--- src/ued_pkg.sv ---
// ****************************************************************
// shared constants and types for the endpoint dma port
// ****************************************************************
package ued_pkg;

  // ****************************************************************
  // widths and sizes
  // ****************************************************************
  localparam int unsigned DATA_W      = 8;        // parallel bus width
  localparam int unsigned FIFO_DEPTH  = 16;       // staging fifo words
  localparam int unsigned CNT_W       = 8;        // byte and burst counters
  localparam logic [7:0]  PKT_BULK    = 8'h40;    // 64 byte main buffer
  localparam logic [7:0]  PKT_ISO_ONE = 8'h80;    // 128 byte one-way iso buffer
  localparam logic [1:0]  BUF_COUNT   = 2'h2;     // double buffered endpoint
  localparam logic [1:0]  MAIN_EP     = 2'h2;     // only dma-capable endpoint
  localparam logic [7:0]  BURST_ONE   = 8'h01;    // last beat of a burst
  localparam int unsigned FRAME_US    = 1000;     // usb frame, 1 ms
  localparam int unsigned CLK_KHZ     = 10000;    // ref_clk rate
  localparam int unsigned FRAME_CYC   = FRAME_US * CLK_KHZ / 1000;

  // ****************************************************************
  // carriers
  // ****************************************************************
  typedef struct packed {
    logic              is_cmd;    // command instruction, else data phase
    logic              is_write;  // write strobe access, else read
    logic [DATA_W-1:0] wdata;     // write byte, zero on reads
  } ued_io_req_t;

  typedef struct packed {
    logic              last;      // final byte of a packet
    logic [DATA_W-1:0] data;      // payload byte
  } ued_word_t;

  localparam int unsigned WORD_W = DATA_W + 1;

  // dma request sequencer
  typedef enum logic [1:0] {
    DMA_IDLE,
    DMA_REQ,
    DMA_GAP
  } ued_dma_state_t;

endpackage

--- src/ued_dma_port.sv ---
`timescale 1ns/10ps

// ****************************************************************
// staging fifo, width and depth set by parameters
// ****************************************************************
module ued_fifo #(
  parameter int unsigned W     = 9,
  parameter int unsigned DEPTH = 16
) (
  input  wire logic         ref_clk,
  input  wire logic         rst,
  input  wire logic         ext_reset_n,
  input  wire logic         in_valid,
  output logic              in_ready,
  input  wire logic [W-1:0] in_data,
  output logic              out_valid,
  input  wire logic         out_ready,
  output logic      [W-1:0] out_data
);
  localparam int unsigned AW = $clog2(DEPTH);

  logic [W-1:0] mem [DEPTH];    // storage words
  logic [AW-1:0] wr_ptr_r;      // next write slot
  logic [AW-1:0] rd_ptr_r;      // next read slot
  logic [AW:0]   count_r;       // words held
  logic          push;          // accepted write
  logic          pop;           // accepted read

  assign in_ready  = (count_r != DEPTH[AW:0]);
  assign out_valid = (count_r != '0);
  assign out_data  = mem[rd_ptr_r];
  assign push      = in_valid && in_ready;
  assign pop       = out_valid && out_ready;

  // storage write, no reset needed
  always_ff @(posedge ref_clk) begin
    if (push) begin
      mem[wr_ptr_r] <= in_data;
    end
  end

  // pointers and fill level
  always_ff @(posedge ref_clk or negedge ext_reset_n) begin
    if (!ext_reset_n) begin
      wr_ptr_r <= '0;
      rd_ptr_r <= '0;
      count_r  <= '0;
    end else if (rst) begin
      wr_ptr_r <= '0;
      rd_ptr_r <= '0;
      count_r  <= '0;
    end else begin
      if (push) begin
        wr_ptr_r <= (wr_ptr_r == AW'(DEPTH - 1)) ? '0 : wr_ptr_r + 1'b1;
      end
      if (pop) begin
        rd_ptr_r <= (rd_ptr_r == AW'(DEPTH - 1)) ? '0 : rd_ptr_r + 1'b1;
      end
      // simultaneous push and pop leaves level unchanged
      if (push && !pop) begin
        count_r <= count_r + 1'b1;
      end else if (pop && !push) begin
        count_r <= count_r - 1'b1;
      end
    end
  end
endmodule

// ****************************************************************
// parallel host port and dma handshake for the main endpoint
// ****************************************************************
module ued_dma_port #(
  parameter int unsigned DEPTH = ued_pkg::FIFO_DEPTH
) (
  input  wire logic                        ref_clk,
  input  wire logic                        rst,
  input  wire logic                        ext_reset_n,
  input  wire logic                        ale,
  input  wire logic                        cs_n,
  input  wire logic                        rd_n,
  input  wire logic                        wr_n,
  input  wire logic                        cmd_data_select,
  input  wire logic [ued_pkg::DATA_W-1:0]  data_in,
  output logic      [ued_pkg::DATA_W-1:0]  data_out,
  output logic                             data_oe,
  output logic                             dma_request_out,
  input  wire logic                        dma_grant_n,
  input  wire logic                        transfer_end_n,
  input  wire logic                        dma_enable,
  input  wire logic                        dma_dir_read,
  input  wire logic                        dual_addr_mode,
  input  wire logic                        burst_mode,
  input  wire logic [ued_pkg::CNT_W-1:0]   burst_len,
  input  wire logic                        iso_one_way,
  output logic                             io_req_valid,
  output ued_pkg::ued_io_req_t             io_req,
  input  wire logic [ued_pkg::DATA_W-1:0]  io_rdata,
  input  wire logic                        rx_buf_full,
  input  wire logic                        rx_valid,
  output logic                             rx_ready,
  input  wire ued_pkg::ued_word_t          rx_word,
  output logic                             tx_valid,
  input  wire logic                        tx_ready,
  output ued_pkg::ued_word_t               tx_word,
  input  wire logic                        tx_sent_ok,
  output logic                             dma_done,
  output logic [1:0]                       dma_endpoint
);

  // ****************************************************************
  // strobe tracking and access decode
  // ****************************************************************
  logic rd_n_prev_r;           // read strobe one cycle ago
  logic wr_n_prev_r;           // write strobe one cycle ago
  logic ale_prev_r;            // latch strobe one cycle ago
  logic mux_bus_r;             // latch strobe seen active: multiplexed bus
  logic addr_bit_r;            // address bit caught from data lines
  logic dma_acc_r;             // current access belongs to dma
  logic eot_seen_r;            // end-of-transfer seen during access
  logic [ued_pkg::DATA_W-1:0] wdata_r;  // last sampled write byte
  logic is_cmd;                // decoded command/data selection
  logic dma_sel;               // grant honoured this cycle
  logic io_sel;                // ordinary chip select access
  logic rd_fall;               // read strobe start
  logic rd_rise;               // read strobe end
  logic wr_rise;               // write strobe end
  logic dma_rd_done;           // dma read byte completed
  logic dma_wr_done;           // dma write byte completed
  logic dma_xfer;              // any dma byte completed
  logic eot_now;               // valid end-of-transfer condition

  // address bit: from latch in multiplexed mode, else from pin
  assign is_cmd = mux_bus_r ? addr_bit_r : cmd_data_select;
  // grant overrides the endpoint selected for plain io
  assign dma_sel = !dma_grant_n && !dual_addr_mode;
  assign io_sel  = !cs_n && !dma_sel;
  assign rd_fall = !rd_n && rd_n_prev_r;
  assign rd_rise = rd_n && !rd_n_prev_r;
  assign wr_rise = wr_n && !wr_n_prev_r;
  assign dma_rd_done = rd_rise && dma_acc_r;
  assign dma_wr_done = wr_rise && dma_acc_r;
  assign dma_xfer    = dma_rd_done || dma_wr_done;
  // end notice counts only with grant and a strobe
  assign eot_now = !transfer_end_n && dma_sel && (!rd_n || !wr_n);
  // dma path always addresses the main endpoint
  assign dma_endpoint = ued_pkg::MAIN_EP;

  // strobe history
  always_ff @(posedge ref_clk or negedge ext_reset_n) begin
    if (!ext_reset_n) begin
      rd_n_prev_r <= 1'b1;
      wr_n_prev_r <= 1'b1;
      ale_prev_r  <= 1'b0;
    end else if (rst) begin
      rd_n_prev_r <= 1'b1;
      wr_n_prev_r <= 1'b1;
      ale_prev_r  <= 1'b0;
    end else begin
      rd_n_prev_r <= rd_n;
      wr_n_prev_r <= wr_n;
      ale_prev_r  <= ale;
    end
  end

  // bus style and address latch
  always_ff @(posedge ref_clk or negedge ext_reset_n) begin
    if (!ext_reset_n) begin
      mux_bus_r  <= 1'b0;
      addr_bit_r <= 1'b1;
    end else if (rst) begin
      mux_bus_r  <= 1'b0;
      addr_bit_r <= 1'b1;
    end else begin
      // any latch pulse marks a multiplexed bus
      if (ale) begin
        mux_bus_r <= 1'b1;
      end
      // close latch on falling edge; a low strobe latches nothing
      if (ale_prev_r && !ale) begin
        addr_bit_r <= data_in[0];
      end
    end
  end

  // access ownership, write byte and end notice
  always_ff @(posedge ref_clk or negedge ext_reset_n) begin
    if (!ext_reset_n) begin
      dma_acc_r  <= 1'b0;
      eot_seen_r <= 1'b0;
      wdata_r    <= '0;
    end else if (rst) begin
      dma_acc_r  <= 1'b0;
      eot_seen_r <= 1'b0;
      wdata_r    <= '0;
    end else begin
      // owner follows grant while strobe low, held one cycle past strobe end
      if (!rd_n || !wr_n) begin
        dma_acc_r <= dma_sel;
      end else if (!rd_n_prev_r || !wr_n_prev_r) begin
        dma_acc_r <= dma_acc_r;
      end else begin
        dma_acc_r <= 1'b0;
      end
      // end notice sticks until the byte completes
      if (eot_now) begin
        eot_seen_r <= 1'b1;
      end else if (rd_n && wr_n) begin
        eot_seen_r <= 1'b0;
      end
      // track write data while strobe low
      if (!wr_n) begin
        wdata_r <= data_in;
      end
    end
  end

  // ****************************************************************
  // ordinary io requests toward the endpoint logic
  // ****************************************************************
  always_ff @(posedge ref_clk or negedge ext_reset_n) begin
    if (!ext_reset_n) begin
      io_req_valid <= 1'b0;
      io_req       <= '0;
    end else if (rst) begin
      io_req_valid <= 1'b0;
      io_req       <= '0;
    end else begin
      io_req_valid <= 1'b0;
      // read announced at strobe start so data can follow
      if (rd_fall && io_sel) begin
        io_req_valid    <= 1'b1;
        io_req.is_cmd   <= is_cmd;
        io_req.is_write <= 1'b0;
        io_req.wdata    <= '0;
      end else if (wr_rise && !dma_acc_r && !cs_n) begin
        // write committed at strobe end, byte wide
        io_req_valid    <= 1'b1;
        io_req.is_cmd   <= is_cmd;
        io_req.is_write <= 1'b1;
        io_req.wdata    <= wdata_r;
      end
    end
  end

  // ****************************************************************
  // staging fifo between bus and endpoint buffers
  // ****************************************************************
  logic               f_in_valid;   // fifo write request
  logic               f_in_ready;   // fifo has room
  ued_pkg::ued_word_t f_in_word;    // fifo write word
  logic               f_out_valid;  // fifo holds a word
  logic               f_out_ready;  // fifo read request
  ued_pkg::ued_word_t f_out_word;   // fifo head word
  logic               wr_last;      // dma write byte closes a packet
  logic [7:0]         pkt_max;      // buffer size for this mode
  logic [ued_pkg::CNT_W-1:0] wr_cnt_r;   // bytes in open transmit buffer
  logic [1:0]         tx_pend_r;    // filled buffers awaiting ack

  assign pkt_max = iso_one_way ? ued_pkg::PKT_ISO_ONE : ued_pkg::PKT_BULK;
  // packet closes when full, or early on end notice
  assign wr_last = (wr_cnt_r == pkt_max - 8'h01) || eot_seen_r;

  // read toward memory: usb side fills, dma drains
  // write toward host: dma fills, usb side drains
  assign f_in_valid  = dma_dir_read ? rx_valid : dma_wr_done;
  assign f_in_word   = dma_dir_read ? rx_word
                                    : ued_pkg::ued_word_t'{last: wr_last, data: wdata_r};
  assign rx_ready    = dma_dir_read && f_in_ready;
  assign f_out_ready = dma_dir_read ? dma_rd_done : tx_ready;
  assign tx_valid    = !dma_dir_read && f_out_valid;
  assign tx_word     = f_out_word;

  ued_fifo #(
    .W     (ued_pkg::WORD_W),
    .DEPTH (DEPTH)
  ) u_fifo (
    .ref_clk     (ref_clk),
    .rst         (rst),
    .ext_reset_n (ext_reset_n),
    .in_valid    (f_in_valid),
    .in_ready    (f_in_ready),
    .in_data     (f_in_word),
    .out_valid   (f_out_valid),
    .out_ready   (f_out_ready),
    .out_data    (f_out_word)
  );

  // transmit byte count and buffer accounting
  always_ff @(posedge ref_clk or negedge ext_reset_n) begin
    if (!ext_reset_n) begin
      wr_cnt_r  <= '0;
      tx_pend_r <= '0;
    end else if (rst) begin
      wr_cnt_r  <= '0;
      tx_pend_r <= '0;
    end else begin
      if (dma_wr_done && !dma_dir_read) begin
        wr_cnt_r <= wr_last ? '0 : wr_cnt_r + 1'b1;
      end
      // filled buffer counted up, successful send counts down
      if (dma_wr_done && !dma_dir_read && wr_last && !tx_sent_ok) begin
        tx_pend_r <= tx_pend_r + 1'b1;
      end else if (tx_sent_ok && !(dma_wr_done && wr_last) && tx_pend_r != '0) begin
        tx_pend_r <= tx_pend_r - 1'b1;
      end
    end
  end

  // ****************************************************************
  // dma run control and request sequencer
  // ****************************************************************
  ued_pkg::ued_dma_state_t state_r;       // sequencer state
  logic                    run_r;         // dma session active
  logic                    en_prev_r;     // enable one cycle ago
  logic [ued_pkg::CNT_W-1:0] burst_cnt_r; // beats left in burst
  logic                    req_ok;        // data side can take or supply a byte
  logic                    short_end;     // read popped a packet's last byte
  logic                    burst_end;     // burst count spent
  logic                    stop_now;      // end notice at byte end
  logic [ued_pkg::CNT_W-1:0] burst_load;  // reload value, zero as one

  assign burst_load = (burst_len == '0) ? ued_pkg::BURST_ONE : burst_len;
  assign short_end  = dma_rd_done && f_out_word.last;
  assign burst_end  = burst_cnt_r == ued_pkg::BURST_ONE;
  assign stop_now   = dma_xfer && eot_seen_r;
  // read needs a full buffer; write needs room and a free buffer
  assign req_ok = run_r && !dual_addr_mode &&
                  (dma_dir_read ? (rx_buf_full && f_out_valid)
                                : (f_in_ready && tx_pend_r < ued_pkg::BUF_COUNT));

  // session: starts on enable, ends on end notice or clear
  always_ff @(posedge ref_clk or negedge ext_reset_n) begin
    if (!ext_reset_n) begin
      run_r     <= 1'b0;
      en_prev_r <= 1'b0;
      dma_done  <= 1'b0;
    end else if (rst) begin
      run_r     <= 1'b0;
      en_prev_r <= 1'b0;
      dma_done  <= 1'b0;
    end else begin
      en_prev_r <= dma_enable;
      dma_done  <= 1'b0;
      if (!dma_enable) begin
        run_r    <= 1'b0;
        dma_done <= run_r;
      end else if (stop_now && run_r) begin
        run_r    <= 1'b0;
        dma_done <= 1'b1;
      end else if (!en_prev_r) begin
        run_r <= 1'b1;
      end
    end
  end

  // request sequencer and burst counter
  always_ff @(posedge ref_clk or negedge ext_reset_n) begin
    if (!ext_reset_n) begin
      state_r     <= ued_pkg::DMA_IDLE;
      burst_cnt_r <= ued_pkg::BURST_ONE;
    end else if (rst) begin
      state_r     <= ued_pkg::DMA_IDLE;
      burst_cnt_r <= ued_pkg::BURST_ONE;
    end else begin
      case (state_r)
        ued_pkg::DMA_IDLE: begin
          burst_cnt_r <= burst_load;
          if (run_r) begin
            state_r <= ued_pkg::DMA_REQ;
          end
        end
        ued_pkg::DMA_REQ: begin
          if (!run_r || stop_now) begin
            state_r <= ued_pkg::DMA_IDLE;
          end else if (dma_xfer) begin
            if (!burst_mode) begin
              state_r <= ued_pkg::DMA_GAP;
            end else if (short_end || burst_end) begin
              state_r     <= ued_pkg::DMA_GAP;
              burst_cnt_r <= burst_load;
            end else begin
              burst_cnt_r <= burst_cnt_r - 1'b1;
            end
          end
        end
        ued_pkg::DMA_GAP: begin
          // release until grant is withdrawn
          if (!run_r) begin
            state_r <= ued_pkg::DMA_IDLE;
          end else if (dma_grant_n) begin
            state_r <= ued_pkg::DMA_REQ;
          end
        end
        default: begin
          state_r <= ued_pkg::DMA_IDLE;
        end
      endcase
    end
  end

  // request pin, dropped the cycle after a single-mode byte or a burst's last byte completes
  always_ff @(posedge ref_clk or negedge ext_reset_n) begin
    if (!ext_reset_n) begin
      dma_request_out <= 1'b0;
    end else if (rst) begin
      dma_request_out <= 1'b0;
    end else begin
      dma_request_out <= (state_r == ued_pkg::DMA_REQ) && req_ok &&
                         !(dma_xfer && (!burst_mode || short_end || burst_end)) &&
                         !stop_now;
    end
  end

  // ****************************************************************
  // read data return and pin drive
  // ****************************************************************
  // drive only while a read strobe is qualified
  assign data_oe = (!cs_n || dma_sel) && !rd_n;

  always_ff @(posedge ref_clk or negedge ext_reset_n) begin
    if (!ext_reset_n) begin
      data_out <= '0;
    end else if (rst) begin
      data_out <= '0;
    end else begin
      if (!rd_n && dma_sel) begin
        data_out <= f_out_word.data;
      end else if (!rd_n && io_sel) begin
        data_out <= io_rdata;
      end
    end
  end

endmodule

--- config.mk ---
export PLATFORM = sky130hd
export DESIGN_NAME = ued_dma_port
export DESIGN_NICKNAME = d
export VERILOG_FILES = /design/src/ued_pkg.sv /design/src/ued_dma_port.sv
export SDC_FILE = /design/constraint.sdc
export NUM_CORES = 1
export LEC_CHECK = 0
export BUFFER_PORTS_ARGS = -buffer_cell sky130_fd_sc_hd__buf_2
export CORE_ASPECT_RATIO = 1.75
export CORE_MARGIN = 2
export CORE_UTILIZATION = 63
export CTS_BUF_LIST = sky130_fd_sc_hd__clkbuf_4
export DETAILED_ROUTE_END_ITERATION = 8
export PLACE_DENSITY_LB_ADDON = 0.12
export SLEW_MARGIN = 10
export SYNTH_ARGS = -nofsm -noshare
export SYNTH_HDL_FRONTEND = slang
export SYNTH_HIERARCHICAL = 1
export SYNTH_SLANG_ARGS = --single-unit
export TNS_END_PERCENT = 5
--- constraint.sdc ---
create_clock -name ref_clk -period 7.4 [get_ports ref_clk]
set_clock_uncertainty 0.2 [all_clocks]
set_input_delay 0.74 -clock ref_clk [delete_from_list [all_inputs] [get_ports ref_clk]]
set_output_delay 0.74 -clock ref_clk [all_outputs]
set_load 0.01 [all_outputs]
==> results.json <==
{
  "power.leakage_nw": 4.15,
  "synth-main-ff-cell": "edfxtp_1",
  "relSlewSlack_pct": 23.3,
  "area_delta_synth_final_pct": 11.6,
  "async_flop_share_pct": 33.0,
  "fp.dieW_um": 97.7,
  "cts_tree": "done",
  "max-vdd-ir-drop_mv": 0.183,
  "antenna_found_initial": 1,
  "maxCapViolations": 0,
  "hold_viol": 0,
  "finalCriticalPeriod_ns": 4.39,
  "grt_pass1_wl_mm": 34.5,
  "cp_max_fo": 41,
  "crit_type": "flop to output port",
  "synthDistinctLibCells": 76,
  "reg2reg_setup_slack_ns": 3.60,
  "place_inst": 947,
  "final_util_pct": 72.3,
  "p_per_area_nw_per_um2": 257,
  "cts_setup_buffers": 0,
  "yosysSeqAreaShare_pct": 63.1,
  "critPathCaptureType": "output port",
  "stdcell_count": 1035,
  "grt_pass1_vias": 6585,
  "first_pass_iters": 5,
  "routabilityCongestion": 0.876,
  "root_buffer": "clkbuf_4",
  "fin_nets": 879,
  "grt-ovfl-total": 0,
  "syn_nets": 777,
  "yosysTopAreaCellShare_pct": 44.7,
  "hp-class": "input pin to asynchronous set/reset pin",
  "place_area_um2": 10200,
  "numPortBuffers": 84,
  "grt_max_degree": 72,
  "drt_iter0_drc": 432,
  "vias": 6383,
  "netlist_area_um2": 9670,
  "avgSynthCellArea_um2": 13.6,
  "synth_top_cell_by_area": "edfxtp_1",
  "viasPerCell": 6.17,
  "coreArea_um2": 14900,
  "outcome": "complete, no violations",
  "dieHeight_um": 168,
  "ant_nets": 0,
  "ys_warn_count": 6,
  "ioPinCount": 87,
  "worstMarginPinSlew_ns": 1.14,
  "synth-edff-count": 144,
  "rsz0062_at_grt": "false",
  "routedWlPerCell_um": 21.2,
  "routed_wl_mm": 21.9,
  "cp-start-kind": "flop",
  "clock-sinks": 215,
  "drive_gt1_share_pct": 25.9,
  "cts-htree-levels": 2,
  "final_area_um2": 10800,
  "setup_viol": 0,
  "finalMaxSlewViolations": 0,
  "grt.total_usage_pct": 27.1,
  "fill_cells": 1055,
  "syn_inst": 712,
  "die_area_um2": 16400,
  "initial_core_util_pct": 64.8,
  "ys_ff_latch": 215,
  "power.total_mw": 2.77,
  "dp_hpwl_mm": 15.3,
  "cp.required_ns": 6.46,
  "ys_top_cells_by_area": "edfxtp_1 45%, dfrtp_1 17%, mux2i_1 6.2%",
  "setup_tns_ns": 0,
  "cts_hold_buf": 0,
  "cts_resized": 0,
  "period_share_pct": 59.4,
  "clock_latency_ns": 0.62,
  "placementRows": 59,
  "cts.reportedPaths.clkPinSlew_ns": 0.07,
  "clockBufferDepth": 3,
  "fmax_mhz": 228,
  "cp_data_arrival_time_ns": 3.45,
  "drc": 0,
  "numCtsBuffers": 48
}
-- routing by layer --
metal	global-route usage [%]	share of wire, %	vias up
met3	4.36	5.5	57
met4	12.7	4.1	0
met5	0	0	-
met1	32.4	38	3140
met2	48.0	53	256
li1	-	-	2930
-- worst max-delay path, cell delays in order, from the launching register on --
cell	delay, ns
dfrtp_2	0.71
buf_4	0.66
mux2i_1	0.21
a221oi_1	0.61
a22oi_1	0.19
nand2_1	0.21
buf_2	0.17
-- report_power, final --
part / internal (mW) / switching (mW) / total [mW] / leakage [nW]
Combinational: 0.206 / 0.280 / 0.486 / 1.53
Sequential: 1.33 / 0.0569 / 1.39 / 2.26
Clock: 0.453 / 0.446 / 0.898 / 0.362
-- cell usage in the layout (no fill, tap or decap), types with 4 or more instances in the layout --
cell type,count
nor3_1,11
xor2_1,7
mux2_2,9
a221oi_1,18
mux4_2,18
a211oi_1,8
clkinv_1,14
nor2_1,62
edfxtp_1,144
nor2b_1,10
a22oi_1,11
nand2b_1,8
nor4_1,5
a21o_1,4
dfrtp_1,66
buf_2,84
clkinv_2,5
mux2i_1,60
a21oi_1,36
and2_1,5
o21ai_0,20
and3_1,4
a31oi_1,5
clkbuf_4,66
nand3_1,7
nand2_1,59
dfstp_2,4
inv_1,12
ha_1,12
buf_4,4
-- layout make-up --
cell class,instances,area (µm²),area share [%]
multi-input cells,448,3340,30.9
flip-flops and latches,215,6110,56.6
well taps,183,229,2.12
repair buffers,88,450,4.18
clock buffers,66,495,4.59
inverters,13,48.8,0.452
diodes,1,2.50,0.0232
clock inverters,21,115,1.07
-- final timing paths --
kind                                                 from                             end  cells after the start
setup / recovery           u_fifo/rd_ptr_r[0]$_DFFE_PN0P_                      tx_word[2]                      6
hold / removal                                ext_reset_n  u_fifo/wr_ptr_r[0]$_DFFE_PN0P_                      2
setup reg to reg           u_fifo/rd_ptr_r[0]$_DFFE_PN0P_      burst_cnt_r[2]$_DFFE_PN0P_                      9
hold reg to reg                     io_req[1]$_DFFE_PN0P_           io_req[1]$_DFFE_PN0P_                      2
max in group asynchronous                     ext_reset_n  u_fifo/rd_ptr_r[0]$_DFFE_PN0P_                      2
min in group ref_clk                       dual_addr_mode       dma_request_out$_DFF_PN0_                      2
-- through the flow --
| step | hold slack, ns | setup WS, ns |
|---|---|---|
| 2_1_floorplan | 0.244 | 3.71 |
| 3_3_place_gp | 0.285 | 3.41 |
| 3_5_place_dp | 0.310 | 3.23 |
| 4_1_cts | 0.0998 | 3.00 |
| 5_1_grt | 0.115 | 2.83 |
| 6_report | 0.122 | 3.01 |
-- cells by family after synthesis --
logic type	share of synthesized area [%]
compound gates	9.49
xor+xnor	0.815
fa+ha+maj	1.76
buf+inv	2.51
flops	63.1
mux	11.6
other cells	0.0777
simple gates	10.6
-- registers in the layout, summed over array words and instances (netlist names), 4 cells and up --
name and count:
u_fifo/wr_ptr_r 4, burst_cnt_r 8, u_fifo/count_r 5, u_fifo/mem 144, wr_cnt_r 8, io_req 10, data_out 8, wdata_r 8
u_fifo/rd_ptr_r 4
-- synth_stat cells (3+ instances only) --
cell type  instances
a211oi_1           8
nor3_1            14
ha_1              12
nor2_1            62
a21oi_1           36
buf_6              3
nand3_1            7
inv_1             12
o21ai_0           20
nand2_1           59
buf_2              7
edfxtp_1         144
and3_1             4
mux2i_1           60
nor4_1             5
o21ai_1            3
a21o_1             4
or3_1              3
a221oi_1          18
o32ai_1            3
clkbuf_1          16
nand2b_1           8
a31oi_1            5
nand3b_1           3
and2_1             5
or2_2              3
xor2_1             7
nor2b_1           11
dfstp_2            4
dfrtp_1           67
mux2_2             9
a22oi_1           11
mux4_2            18
buf_4              7
(Power assumes the default switching activity.)
